<file path="config.mk">
export PLATFORM = sky130hd
export DESIGN_NAME = line_alarm_event_status_irq
export DESIGN_NICKNAME = d
export VERILOG_FILES = /design/src/hdl/line_alarm_pkg.sv /design/src/hdl/line_alarm_event_status_irq.sv
export SDC_FILE = /design/constraint.sdc
export NUM_CORES = 1
export LEC_CHECK = 0
export BUFFER_PORTS_ARGS = -buffer_cell sky130_fd_sc_hd__buf_2
export CORE_MARGIN = 2
export CORE_UTILIZATION = 55
export DETAILED_ROUTE_END_ITERATION = 12
export GPL_TIMING_DRIVEN = 0
export PLACE_DENSITY = 0.76
export SYNTH_ARGS = -nofsm -noshare
export SYNTH_HDL_FRONTEND = slang
export SYNTH_SLANG_ARGS = --single-unit
</file>
<file path="constraint.sdc">
create_clock -name clk -period 5.57 [get_ports clk]
set_clock_uncertainty 0.05 [all_clocks]
set_input_delay 0.557 -clock clk [delete_from_list [all_inputs] [get_ports clk]]
set_output_delay 0.557 -clock clk [all_outputs]
set_load 0.005 [all_outputs]
</file>
<file path="src/hdl/line_alarm_pkg.sv">
// constants and carrier types shared by the line alarm and frame event status block
package line_alarm_pkg;

    // register map of the parallel control port
    localparam logic [7:0] LINE_ALARM_STATUS_THREE_ADDR = 8'h1a; // condition flags
    localparam logic [7:0] LINE_ALARM_MASK_THREE_ADDR = 8'h1b; // condition masks
    localparam logic [7:0] FRAME_EVENT_STATUS_FOUR_ADDR = 8'h1c; // latched events
    localparam logic [7:0] FRAME_EVENT_MASK_FOUR_ADDR = 8'h1d; // event masks
    localparam logic [7:0] COMMON_CONTROL_ONE_ADDR = 8'h70; // common control
    localparam logic [7:0] REG_RESET_VALUE = 8'h00; // every register resets clear
    localparam logic [7:0] UNMAPPED_READ_VALUE = 8'h00; // answer to any other address

    // bit positions in the condition register
    localparam int REMOTE_ALARM_BIT = 0;
    localparam int DISTANT_MF_ALARM_BIT = 1;
    localparam int LINK_ID_BIT = 2;
    localparam int RX_CLOCK_LOSS_BIT = 3;
    localparam int TX_CLOCK_LOSS_BIT = 4;
    localparam int LOOP_UP_BIT = 5;
    localparam int LOOP_DOWN_BIT = 6;
    localparam int SPARE_CODE_BIT = 7;

    // bit positions in the event register
    localparam int RX_ALIGN_BIT = 0;
    localparam int RX_CRC_MF_BIT = 1;
    localparam int RX_MF_BIT = 2;
    localparam int TX_ALIGN_BIT = 3;
    localparam int TX_MF_BIT = 4;
    localparam int SIG_ZEROS_BIT = 5;
    localparam int SIG_ONES_BIT = 6;
    localparam int AIS_CI_BIT = 7;

    // common control field: alarm pin function select
    localparam int ALARM_PIN_SEL_BIT = 0;

    // distant multiframe alarm and signaling all-ones thresholds
    localparam logic [1:0] DISTANT_MF_REPEATS = 2'h2; // consecutive multiframes with bit set
    localparam int TS16_ALARM_BIT = 6; // bit 6 of timeslot 16 in frame 0
    localparam logic [3:0] SIG_ONES_LAST_FRAME = 4'hf; // 16 frames per window
    localparam logic [1:0] SIG_ONES_ZERO_LIMIT = 2'h3; // fewer than three zeros

    // one channel time (8 bit times) in each mode and the clock rate
    localparam int CLK_PERIOD_NS = 20; // 50 MHz system clock
    localparam int E1_CHANNEL_TIME_NS = 3906; // 8 bits at 2.048 Mb/s
    localparam int T1_CHANNEL_TIME_NS = 5181; // 8 bits at 1.544 Mb/s
    localparam int E1_CHANNEL_CYCLES_INT = (E1_CHANNEL_TIME_NS + CLK_PERIOD_NS - 1) / CLK_PERIOD_NS;
    localparam int T1_CHANNEL_CYCLES_INT = (T1_CHANNEL_TIME_NS + CLK_PERIOD_NS - 1) / CLK_PERIOD_NS;
    localparam int LOSS_CNT_W = 9;
    localparam logic [LOSS_CNT_W-1:0] E1_CHANNEL_CYCLES = LOSS_CNT_W'(E1_CHANNEL_CYCLES_INT);
    localparam logic [LOSS_CNT_W-1:0] T1_CHANNEL_CYCLES = LOSS_CNT_W'(T1_CHANNEL_CYCLES_INT);

    // conditions and strobes delivered by the framer on the system clock
    typedef struct packed {
        logic e1Mode; // 1 = E1, 0 = T1
        logic rxLossOfSync; // receive loss of synchronization level
        logic remoteAlarm; // remote alarm detected level
        logic linkIdDetect; // link identification signal level
        logic loopUpCode; // loop-up pattern being received
        logic loopDownCode; // loop-down pattern being received
        logic spareCode; // spare pattern being received
        logic ts16Strobe; // pulse: timeslot 16 byte valid
        logic ts16Frame0; // that byte belongs to frame 0 of a multiframe
        logic [7:0] ts16Byte; // timeslot 16 content
        logic rxAlignFrame; // pulse: start of received align frame
        logic rxCrcMultiframe; // pulse: receive CRC-4 multiframe boundary
        logic rxMultiframe; // pulse: receive multiframe boundary
        logic txAlignFrame; // pulse: start of transmitted align frame
        logic txMultiframe; // pulse: transmit multiframe boundary
        logic aisCiDetect; // pulse: AIS-CI pattern detected
    } framer_in_type;

    // host side of the parallel control port
    typedef struct packed {
        logic [7:0] addr; // register address
        logic [7:0] wrData; // write data
        logic wrStrobe; // one-cycle write request
        logic rdStrobe; // one-cycle read request
    } host_req_type;

endpackage : line_alarm_pkg

</file>
<file path="src/hdl/line_alarm_event_status_irq.sv">
// line alarm condition and frame event status registers with interrupt masks
`timescale 1ns/100ps

module line_alarm_event_status_irq (
    input wire logic clk, // 50 MHz system clock
    input wire logic sys_rst, // asynchronous reset, active high
    input wire logic clkEn, // freezes all state while low
    input wire line_alarm_pkg::host_req_type hostReq, // parallel port request
    output logic [7:0] hostRdData, // read data, valid the cycle after rdStrobe
    output logic intReqN, // interrupt request, active low level
    input wire line_alarm_pkg::framer_in_type framerIn, // framer conditions and strobes
    input wire logic rx_line_clock_in, // receive line clock pin
    input wire logic tx_clock_in, // transmit clock pin
    output logic alarmPinOut // shared alarm output pin
);

    // complete state of the block
    typedef struct packed {
        logic [7:0] condPrev; // last sampled condition vector
        logic [7:0] condPend; // latched condition edges awaiting read
        logic [7:0] mask3; // condition masks
        logic [7:0] events; // latched frame events
        logic [7:0] mask4; // event masks
        logic alarmPinSel; // alarm pin function select
        logic [7:0] rdData; // read data holding register
        logic [1:0] rxClkSync; // pin synchroniser, bit 0 first stage
        logic [1:0] txClkSync; // pin synchroniser, bit 0 first stage
        logic rxClkLast; // previous synchronised receive clock
        logic txClkLast; // previous synchronised transmit clock
        logic [line_alarm_pkg::LOSS_CNT_W-1:0] rxIdleCnt; // cycles since receive edge
        logic [line_alarm_pkg::LOSS_CNT_W-1:0] txIdleCnt; // cycles since transmit edge
        logic rxClockLoss; // receive clock loss level
        logic txClockLoss; // transmit clock loss level
        logic [1:0] distantMfCnt; // consecutive frame-0 alarm bits seen
        logic distantMfAlarm; // distant multiframe alarm level
        logic ts16AnyOne; // a one seen in timeslot 16 this multiframe
        logic ts16Started; // a multiframe boundary has been seen
        logic [3:0] onesFrameCnt; // frame index within 16-frame window
        logic [1:0] onesZeroCnt; // zeros seen in window, saturating
        logic intActive; // registered interrupt request
    } state_type;

    state_type stateReg; // registered state
    state_type stateNext; // next state

    // selects a register for the given address; unmapped reads give zero
    function automatic logic [7:0] readMux(input logic [7:0] addr, input state_type st,
                                           input logic [7:0] cond);
        begin
            case (addr)
                line_alarm_pkg::LINE_ALARM_STATUS_THREE_ADDR: readMux = cond;
                line_alarm_pkg::LINE_ALARM_MASK_THREE_ADDR: readMux = st.mask3;
                line_alarm_pkg::FRAME_EVENT_STATUS_FOUR_ADDR: readMux = st.events;
                line_alarm_pkg::FRAME_EVENT_MASK_FOUR_ADDR: readMux = st.mask4;
                line_alarm_pkg::COMMON_CONTROL_ONE_ADDR: begin
                    readMux = line_alarm_pkg::REG_RESET_VALUE;
                    readMux[line_alarm_pkg::ALARM_PIN_SEL_BIT] = st.alarmPinSel;
                end
                default: readMux = line_alarm_pkg::UNMAPPED_READ_VALUE;
            endcase
        end
    endfunction : readMux

    // counts zero bits of a timeslot byte, saturating at the alarm limit
    function automatic logic [1:0] addZeros(input logic [1:0] base, input logic [7:0] data);
        logic [1:0] acc;
        begin
            acc = base;
            for (int i = 0; i < 8; i++) begin
                if (!data[i] && acc != line_alarm_pkg::SIG_ONES_ZERO_LIMIT) begin
                    acc = acc + 2'h1;
                end
            end
            addZeros = acc;
        end
    endfunction : addZeros

    logic [7:0] condNow; // live condition vector
    logic [7:0] eventHits; // events raised this cycle
    logic [line_alarm_pkg::LOSS_CNT_W-1:0] channelCycles; // one channel time in cycles
    logic rxEdge; // transition seen on the receive clock pin
    logic txEdge; // transition seen on the transmit clock pin
    logic mfEnd; // a receive multiframe boundary closes the all-zeros check
    logic windowEnd; // last frame of the 16-frame all-ones window

    // live condition vector assembled from the framer and local detectors
    always_comb begin
        condNow = 8'h00;
        // E1-only conditions are held clear in T1 mode
        condNow[line_alarm_pkg::REMOTE_ALARM_BIT] =
            framerIn.e1Mode & framerIn.remoteAlarm;
        condNow[line_alarm_pkg::DISTANT_MF_ALARM_BIT] =
            framerIn.e1Mode & stateReg.distantMfAlarm;
        condNow[line_alarm_pkg::LINK_ID_BIT] =
            framerIn.e1Mode & framerIn.linkIdDetect;
        condNow[line_alarm_pkg::RX_CLOCK_LOSS_BIT] = stateReg.rxClockLoss;
        condNow[line_alarm_pkg::TX_CLOCK_LOSS_BIT] = stateReg.txClockLoss;
        // loop codes only count in T1 mode and follow the pattern level
        condNow[line_alarm_pkg::LOOP_UP_BIT] = !framerIn.e1Mode & framerIn.loopUpCode;
        condNow[line_alarm_pkg::LOOP_DOWN_BIT] = !framerIn.e1Mode & framerIn.loopDownCode;
        condNow[line_alarm_pkg::SPARE_CODE_BIT] = !framerIn.e1Mode & framerIn.spareCode;
    end

    // frame event strobes, gated by mode except the receive and transmit multiframe strobes
    always_comb begin
        mfEnd = framerIn.e1Mode & framerIn.rxMultiframe;
        windowEnd = framerIn.e1Mode & framerIn.ts16Strobe &
            (stateReg.onesFrameCnt == line_alarm_pkg::SIG_ONES_LAST_FRAME);
        eventHits = 8'h00;
        eventHits[line_alarm_pkg::RX_ALIGN_BIT] = framerIn.e1Mode & framerIn.rxAlignFrame;
        // the framer keeps a free 2 ms boundary running when CRC-4 is off
        eventHits[line_alarm_pkg::RX_CRC_MF_BIT] =
            framerIn.e1Mode & framerIn.rxCrcMultiframe;
        eventHits[line_alarm_pkg::RX_MF_BIT] = framerIn.rxMultiframe;
        eventHits[line_alarm_pkg::TX_ALIGN_BIT] = framerIn.e1Mode & framerIn.txAlignFrame;
        eventHits[line_alarm_pkg::TX_MF_BIT] = framerIn.txMultiframe;
        // all-zeros needs a full multiframe behind it, not a partial first one
        eventHits[line_alarm_pkg::SIG_ZEROS_BIT] =
            mfEnd & stateReg.ts16Started & !stateReg.ts16AnyOne;
        // fewer than three zeros over the window, counting the closing byte too
        eventHits[line_alarm_pkg::SIG_ONES_BIT] = windowEnd &
            (addZeros(stateReg.onesZeroCnt, framerIn.ts16Byte) !=
             line_alarm_pkg::SIG_ONES_ZERO_LIMIT);
        eventHits[line_alarm_pkg::AIS_CI_BIT] = !framerIn.e1Mode & framerIn.aisCiDetect;
    end

    // clock loss timing; channel time depends on the line rate
    always_comb begin
        channelCycles = framerIn.e1Mode ? line_alarm_pkg::E1_CHANNEL_CYCLES :
            line_alarm_pkg::T1_CHANNEL_CYCLES;
        rxEdge = stateReg.rxClkSync[1] ^ stateReg.rxClkLast;
        txEdge = stateReg.txClkSync[1] ^ stateReg.txClkLast;
    end

    // next-state logic for the whole block
    always_comb begin
        stateNext = stateReg;

        // pin synchronisers: only the second stage is read by logic
        stateNext.rxClkSync = {stateReg.rxClkSync[0], rx_line_clock_in};
        stateNext.txClkSync = {stateReg.txClkSync[0], tx_clock_in};
        stateNext.rxClkLast = stateReg.rxClkSync[1];
        stateNext.txClkLast = stateReg.txClkSync[1];

        // receive clock watchdog: loss set after one idle channel time, cleared on an edge
        if (rxEdge) begin
            stateNext.rxIdleCnt = '0;
            stateNext.rxClockLoss = 1'b0;
        end else if (stateReg.rxIdleCnt >= channelCycles) begin
            stateNext.rxClockLoss = 1'b1;
        end else begin
            stateNext.rxIdleCnt = stateReg.rxIdleCnt + 1'b1;
        end

        // transmit clock watchdog, same scheme
        if (txEdge) begin
            stateNext.txIdleCnt = '0;
            stateNext.txClockLoss = 1'b0;
        end else if (stateReg.txIdleCnt >= channelCycles) begin
            stateNext.txClockLoss = 1'b1;
        end else begin
            stateNext.txIdleCnt = stateReg.txIdleCnt + 1'b1;
        end

        // distant multiframe alarm: bit 6 of frame-0 timeslot 16, two in a row
        if (!framerIn.e1Mode) begin
            stateNext.distantMfCnt = 2'h0;
            stateNext.distantMfAlarm = 1'b0;
        end else if (framerIn.ts16Strobe && framerIn.ts16Frame0) begin
            if (framerIn.ts16Byte[line_alarm_pkg::TS16_ALARM_BIT]) begin
                // signaling mode does not gate this check
                if (stateReg.distantMfCnt != line_alarm_pkg::DISTANT_MF_REPEATS) begin
                    stateNext.distantMfCnt = stateReg.distantMfCnt + 2'h1;
                end
                stateNext.distantMfAlarm = (stateReg.distantMfCnt + 2'h1 >=
                    line_alarm_pkg::DISTANT_MF_REPEATS);
            end else begin
                stateNext.distantMfCnt = 2'h0;
                stateNext.distantMfAlarm = 1'b0;
            end
        end

        // timeslot 16 all-zeros tracking, restarted on each receive multiframe
        if (mfEnd) begin
            stateNext.ts16AnyOne = 1'b0;
            stateNext.ts16Started = 1'b1;
        end else if (framerIn.e1Mode && framerIn.ts16Strobe && framerIn.ts16Byte != 8'h00) begin
            stateNext.ts16AnyOne = 1'b1;
        end

        // timeslot 16 zero count over consecutive 16-frame windows
        if (framerIn.e1Mode && framerIn.ts16Strobe) begin
            if (windowEnd) begin
                stateNext.onesFrameCnt = 4'h0;
                stateNext.onesZeroCnt = 2'h0;
            end else begin
                stateNext.onesFrameCnt = stateReg.onesFrameCnt + 4'h1;
                stateNext.onesZeroCnt = addZeros(stateReg.onesZeroCnt, framerIn.ts16Byte);
            end
        end

        // read answer is registered; reading status three clears the pending edges, status four the events
        if (hostReq.rdStrobe) begin
            stateNext.rdData = readMux(hostReq.addr, stateReg, condNow);
            if (hostReq.addr == line_alarm_pkg::LINE_ALARM_STATUS_THREE_ADDR) begin
                stateNext.condPend = 8'h00;
            end
            if (hostReq.addr == line_alarm_pkg::FRAME_EVENT_STATUS_FOUR_ADDR) begin
                stateNext.events = 8'h00;
            end
        end

        // register writes; status registers are read-only and ignore writes
        if (hostReq.wrStrobe) begin
            case (hostReq.addr)
                line_alarm_pkg::LINE_ALARM_MASK_THREE_ADDR: stateNext.mask3 = hostReq.wrData;
                line_alarm_pkg::FRAME_EVENT_MASK_FOUR_ADDR: stateNext.mask4 = hostReq.wrData;
                line_alarm_pkg::COMMON_CONTROL_ONE_ADDR: begin
                    stateNext.alarmPinSel =
                        hostReq.wrData[line_alarm_pkg::ALARM_PIN_SEL_BIT];
                end
                default: begin
                    // unmapped or read-only: nothing changes
                end
            endcase
        end

        // either edge of a condition latches a pending interrupt; set beats the read clear
        stateNext.condPrev = condNow;
        stateNext.condPend = stateNext.condPend | (condNow ^ stateReg.condPrev);

        // events latch until the event register is read; set beats the read clear
        stateNext.events = stateNext.events | eventHits;

        // request stays up while any latched bit is unmasked
        stateNext.intActive = |(stateNext.condPend & stateNext.mask3) |
            |(stateNext.events & stateNext.mask4);
    end

    // state register; clock enable low freezes everything
    always_ff @(posedge clk or posedge sys_rst) begin
        if (sys_rst) begin
            stateReg <= '0;
        end else if (clkEn) begin
            stateReg <= stateNext;
        end
    end

    // outputs driven from flip-flops except the alarm pin mux
    always_comb begin
        hostRdData = stateReg.rdData;
        intReqN = !stateReg.intActive;
        // pin shows loss of sync or transmit clock loss as selected
        alarmPinOut = stateReg.alarmPinSel ? stateReg.txClockLoss :
            framerIn.rxLossOfSync;
    end

endmodule : line_alarm_event_status_irq

</file>
==> results of run 1 <==
## through the flow
step | hold WS [ns] | power (uW) | utilization
after floorplan | 0.385 | 1000 | -
after global routing | 0.234 | 1640 | 0.629
after detailed placement | 0.411 | 1100 | 0.607
after global placement | 0.392 | 1080 | 0.603
after CTS | 0.206 | 1560 | 0.629
final | 0.194 | 1550 | 0.629
## critical path, cell delays in order (launching register included)
cell and delay, ns:
dfrtp_1 0.44, ha_1 0.26, o21ai_0 0.60, nand3_1 0.26, o311ai_1 0.40, o31ai_1 0.19, a21oi_1 0.20, nand2b_1 0.16
inv_1 0.05, ha_1 0.17, nor2_1 0.27, nand3_1 0.12, a21o_1 0.18, o211a_1 0.14, a41oi_1 0.21, nor2_1 0.07
## logic make-up (layout without fill, tap and decap cells)
family	Yosys count	in the layout	synth area share
AND/OR/NAND/NOR	145	145	0.152
AO/OA/AOI/OAI	127	127	0.168
flip-flops	87	87	0.430
multiplexers	56	56	0.119
buffers and inverters	49	119	0.0427
XOR/XNOR	29	29	0.0501
adder cells (fa/ha/maj)	16	16	0.0385
## synthesized netlist by cell type (14+ instances only)
master    instances  share of area
dfrtp_1          87           0.43
a21oi_1          41          0.041
nor2_1           40          0.030
mux2_2           32          0.071
nand2_1          31          0.023
mux2i_1          24          0.047
inv_1            20          0.015
xor2_1           19          0.033
clkbuf_1         18          0.013
nand3_1          16          0.016
o21ai_0          16          0.016
ha_1             14          0.035
## per-layer routing
layer / GRT usage / vias to the layer above
met5: 0 / -
met4: 0.0875 / 0
met3: 0.0376 / 34
met2: 0.408 / 169
met1: 0.323 / 2038
li1: - / 1987
## power by group
group / switching, uW / internal (uW) / total [uW] / leakage, uW
clock: 234 / 223 / 457 / 0.000107
sequential: 60.9 / 694 / 755 / 0.00109
combinational: 194 / 147 / 341 / 0.00155
## registers in the layout (all words and copies together) (netlist names)
signal / cells
condNow: 2
hostRdData: 8
stateNext: 4
stateReg: 73
## final timing paths
path                            slack [ns]                        end  depth (start not counted)                     from
worst max-delay path                  1.70    stateReg[0]$_DFFE_PP0P_                         15  stateReg[1]$_DFFE_PP0P_
worst min-delay path                  0.19   stateReg[24]$_DFFE_PP0P_                          2                  sys_rst
worst max register to register        1.70    stateReg[0]$_DFFE_PP0P_                         15  stateReg[1]$_DFFE_PP0P_
worst min register to register        0.43    stateReg[7]$_DFFE_PP0P_                          1  stateReg[7]$_DFFE_PP0P_
max in group asynchronous             4.67    stateReg[2]$_DFFE_PP0P_                          3                  sys_rst
min in group clk                      0.37  stateNext[37]$_DFFE_PP0P_                          2         rx_line_clock_in
## area by class of cell
class	count	area, um^2	share of cell area
Clock inverter	6	66.3	0.0116
Multi-Input combinational cell	373	2670	0.468
Timing Repair Buffer	54	293	0.0513
Sequential cell	87	2180	0.382
Buffer	29	141	0.0248
Tap cell	111	139	0.0244
Clock buffer	10	138	0.0241
Inverter	20	77.6	0.0136
==> results.md, run 1 <==
- Clock Sink Count: 87
- Worst Setup Path Type: flip-flop to flip-flop
- Initial Util: 0.559
- Clock Path Buffers: 2
- WP data required: 5.77 ns
- Library cells used by synthesis: 59
- Endpoints failing setup: 0
- Max Cap Viol: 0
- Syn-to-layout area delta: 12.6%
- RSZ-0062 raised after global routing: false
- Nets@finish: 634
- Die Span Y: 100 um
- Vias per cell: 6.13
- Status: finished, final reports clean
- Root Buffer: clkbuf_8
- TritonCTS buffer count: 9
- Least-Margin Pin Slew: 0.718 ns
- Synthesized area per cell: 9.95 um^2
- Vias in the first global route: 4013
- Top sig layer: met4
- Setup Fix Bufs, Post-CTS: 0
- Full die area: 9990 um^2
- Clock latency on the worst-skew pair: 0.37 ns
- Port Buffers: 53
- Total of warnings raised by yosys: 0
- GRT Util Overall: 0.243
- P per Cell Area: 272 nW/um^2
- Post-DP HPWL: 8.61 mm
- Asr flop ratio synth: 1.00
- Num ports: 56
- Final period utilization: 0.694
- Setup Total Neg Slack: 0 ns
- Hold Path Class: primary input to asynchronous set/reset pin
- Congestion Overflow GR: 0
- Final Instance Area: 5700 um^2
- CTS tree: yes
- Inserted Diodes: 0
- Cell Area, Synth: 5060 um^2
- F_max: 259 MHz
- Core area: 9060 um^2
- DRT iter0 DRCs: 331
- Crit path DAT: 4.07 ns
- Critical Path Sink Type: flip-flop
- Top FF cell, synth: dfrtp_1
- Slew Limit Fails: 0
- Avg WL per Cell: 16.9 um
- Syn Nets: 569
- Most common cell after layout, fill and taps aside: dfrtp_1
- Synthesized flop and latch total: 87
- Period minus WS final: 3.87 ns
- Final Non-Filler Cells: 690
- # DRC: 0
- Hold Vio Cnt, Final: 0
- CTS clock-pin slew for the worst setup and hold paths: 0.09 ns
- Startpoint types: flip-flop
- Antenna violations before repair: 0
- Row Count: 35
- Share of post-route cells with drive strength above 1: 0.211
- Post-synth EDFFs: 0
- Via count: 4228
- Routed Wire Length: 11.6 mm
- Metal2 WL: 5.58 mm
- Drt pass-1 iters: 5
- Htree depth: 3
- Detail Route Antenna Nets: 0
- Wire length on met3: 708 um
- Slew margin rel.: 0.516
- Final GP Congestion: 0.901
- Final Worst Setup Slack: 1.70 ns
- Post-cts resize count: 0
- Die outline width: 100 um
- Highest-count cells in the layout ignoring fill and taps: dfrtp_1 (87), buf_2 (55), a21oi_1 (41)
- Post-CTS Hold Fix Bufs: 0
- Sequential cell area fraction in the yosys report: 0.430
- Largest net degree at the start of global routing: 47
- First-pass GRT wire length: 19.3 mm
- Placed Area: 5500 um^2
- Placed insts: 674
- Post-Syn Instances: 509
- CP Max Fanout: 6
- Peak supply drop: 0.000221 V
- Met1 wire length: 5.06 mm
- Worst slack, placed: 1.81 ns
- Static Leak: 0.00275 uW
- FILL cells: 738
Note: power is estimated with default switching activity, not from simulation.
==> inputs of run 2 (changes only) <==
--- a/config.mk
+++ b/config.mk
@@ -7,7 +7,7 @@
 export LEC_CHECK = 0
 export BUFFER_PORTS_ARGS = -buffer_cell sky130_fd_sc_hd__buf_2
 export CORE_MARGIN = 2
-export CORE_UTILIZATION = 55
+export CORE_UTILIZATION = 53
 export DETAILED_ROUTE_END_ITERATION = 12
 export GPL_TIMING_DRIVEN = 0
 export PLACE_DENSITY = 0.76
==> constraint.sdc (replaced) <==
create_clock -name clk -period 3.2 [get_ports clk]
set_clock_uncertainty 0.05 [all_clocks]
set_input_delay 0.32 -clock clk [delete_from_list [all_inputs] [get_ports clk]]
set_output_delay 0.32 -clock clk [all_outputs]
set_load 0.005 [all_outputs]
==> results.md, run 2 (synthesized netlist as in run 1, its figures left out) <==
- Startpoint types: flip-flop
- Sw Pwr: 900 uW
- Slew margin rel.: 0.551
- RSZ-0062 raised after global routing: true
- Syn-to-layout area delta: 17.8%
- Row Count: 35
- Routed Wire Length: 12.3 mm
- Top sig layer: met4
- Vias in the first global route: 4099
- Least-Margin Pin Slew: 0.673 ns
- Clock Sink Count: 87
- Final Worst Setup Slack: -0.128 ns
- Metal2 WL: 6.09 mm
- CP Cell Sequence: ha_4 -> or3_4 -> a2111o_1 -> o311ai_4 -> o31ai_4 -> a21oi_2 -> nand2b_4 -> inv_4 -> ha_4 -> nor2_4 -> nand3_2 -> a21o_1 -> o211a_1 -> a32o_2
- WP data required: 3.40 ns
- First-pass GRT wire length: 20.1 mm
- P per Cell Area: 486 nW/um^2
- CTS tree: yes
- Die outline width: 102 um
- Nets@finish: 646
- Core area: 9240 um^2
- Htree depth: 3
- GRT Util Overall: 0.249
- Placed insts: 692
- Endpoints failing setup: 2
- Avg WL per Cell: 17.1 um
- Clock latency on the worst-skew pair: 0.37 ns
- Final period utilization: 1.04
- Inserted Diodes: 0
- Critical Path Sink Type: flip-flop
- CP max stage delay: 0.47 ns
- Wire length on met3: 625 um
- Most common cell after layout, fill and taps aside: dfrtp_1
- Max FFs per register: 73
- Via count: 4232
- Crit path DAT: 3.53 ns
- Critical R2R Launch: stateReg[2]$_DFFE_PP0P_
- Worst-path cell with the longest stage delay: a2111o_1
- Hold Vio Cnt, Final: 0
- Violated checks: setup timing
- Static Leak: 0.00284 uW
- # DRC: 0
- Highest-count cells in the layout ignoring fill and taps: dfrtp_1 (86), buf_2 (55), a21oi_1 (40)
- Num ports: 56
- Vias per cell: 5.88
- Antenna violations before repair: 0
- Final GP Congestion: 0.911
- Status: finished, violations left
- Peak supply drop: 0.000434 V
- Detail Route Antenna Nets: 0
- Worst Setup Path Type: flip-flop to flip-flop
- Crit-path most repeated cell: ha_4
- Root Buffer: clkbuf_8
- CP Max Fanout: 6
- Clock Path Buffers: 2
- Share of post-route cells with drive strength above 1: 0.254
- DRT iter0 DRCs: 236
- P_int: 2000 uW
- Full die area: 10400 um^2
- Crit path to: stateReg[61]$_DFFE_PP0P_
- Period minus WS final: 3.33 ns
- Max Cap Viol: 0
- Setup Total Neg Slack: -0.225 ns
- TritonCTS buffer count: 9
- Congestion Overflow GR: 0
- Initial Util: 0.548
- CTS clock-pin slew for the worst setup and hold paths: 0.09 ns
- Reg2reg end: stateReg[61]$_DFFE_PP0P_
- CP startpoint: stateReg[2]$_DFFE_PP0P_
- FF-to-FF setup slack: -0.13 ns
- Clock power frac: 0.300
- Top reg by flops: stateReg
- Hold Path Class: primary input to flip-flop
- Part of the power in combinational logic: 0.246
- Drt pass-1 iters: 7
- Worst reg2reg path depth: 14
- F_max: 301 MHz
- Die Span Y: 102 um
- Sw Ratio: 0.310
- Sequential share of power: 0.454
- Largest net degree at the start of global routing: 46
- Slew Limit Fails: 0
- Met1 wire length: 5.43 mm
- Port Buffers: 53
- Final Non-Filler Cells: 720
- Post-DP HPWL: 8.90 mm
==> run 2: worst min-delay path by stage <==
| stage | endpoint | start | cells after the start | slack (ns) |
|---|---|---|---|---|
| floorplan | stateReg[8]$_DFFE_PP0P_ | framerIn[3] | 1 | 0.38 |
| global placement | stateReg[7]$_DFFE_PP0P_ | stateReg[7]$_DFFE_PP0P_ | 1 | 0.39 |
| detailed placement | stateReg[10]$_DFFE_PP0P_ | sys_rst | 2 | 0.38 |
| CTS | stateNext[35]$_DFFE_PP0P_ | tx_clock_in | 2 | 0.12 |
| global route | stateNext[37]$_DFFE_PP0P_ | rx_line_clock_in | 2 | 0.13 |
| finish | stateNext[35]$_DFFE_PP0P_ | tx_clock_in | 2 | 0.13 |
==> run 2: critical path: cells and delay by family, from the launching register on <==
family	cells	cell delay, ns
AOI/OAI and AO/OA	7	1.49
buffers and inverters	1	0.04
adders and majority gates	2	0.34
DFF	1	0.43
and+or+nand+nor	4	0.84
==> run 2: final cells by class <==
cell class / instances / area (um^2)
buffer: 29 / 141
clock buffer: 12 / 145
clock inverter: 4 / 77.6
fill: 752 / 3270
inverter: 20 / 80.1
multi-input combinational: 373 / 2800
sequential: 87 / 2180
tap: 129 / 161
timing repair buffer: 66 / 382
==> run 2: what timing repair did <==
action | in CTS | in global routing
setup endpoints to repair | 4 | 2
resized for setup | 14 | 12
buffers inserted | 8 | 4
pin swaps | 5 | 14
hold buffers | 1 | 0
endpoints found under the hold margin | 44 | 0
==> run 2: power groups by stage <==
stage | clock [uW] | combinational (uW) | sequential, uW
2_1_floorplan | 0 | 444 | 1310
3_3_place_gp | 0 | 564 | 1330
3_5_place_dp | 0 | 593 | 1340
4_1_cts | 887 | 654 | 1310
5_1_grt | 925 | 797 | 1330
6_report | 870 | 715 | 1320
==> run 2: metal layers <==
layer / vias up / global-route usage
met1: 2068 / 0.334
met3: 20 / 0.0531
met5: - / 0
met4: 0 / 0.0613
met2: 127 / 0.414
li1: 2017 / -
==> run 2: per-stage QoR <==
| step | hold WS [ns] | power (uW) | area, um^2 | util | setup WS [ns] |
|---|---|---|---|---|---|
| after global routing | 0.126 | 3050 | 5970 | 0.646 | -0.218 |
| final | 0.132 | 2900 | 5970 | 0.646 | -0.128 |
| after floorplan | 0.377 | 1750 | 5070 | - | 0.0122 |
| after CTS | 0.117 | 2850 | 5870 | 0.636 | 0.0217 |
| after detailed placement | 0.381 | 1930 | 5520 | 0.597 | -0.522 |
| after global placement | 0.392 | 1890 | 5490 | 0.595 | -0.388 |
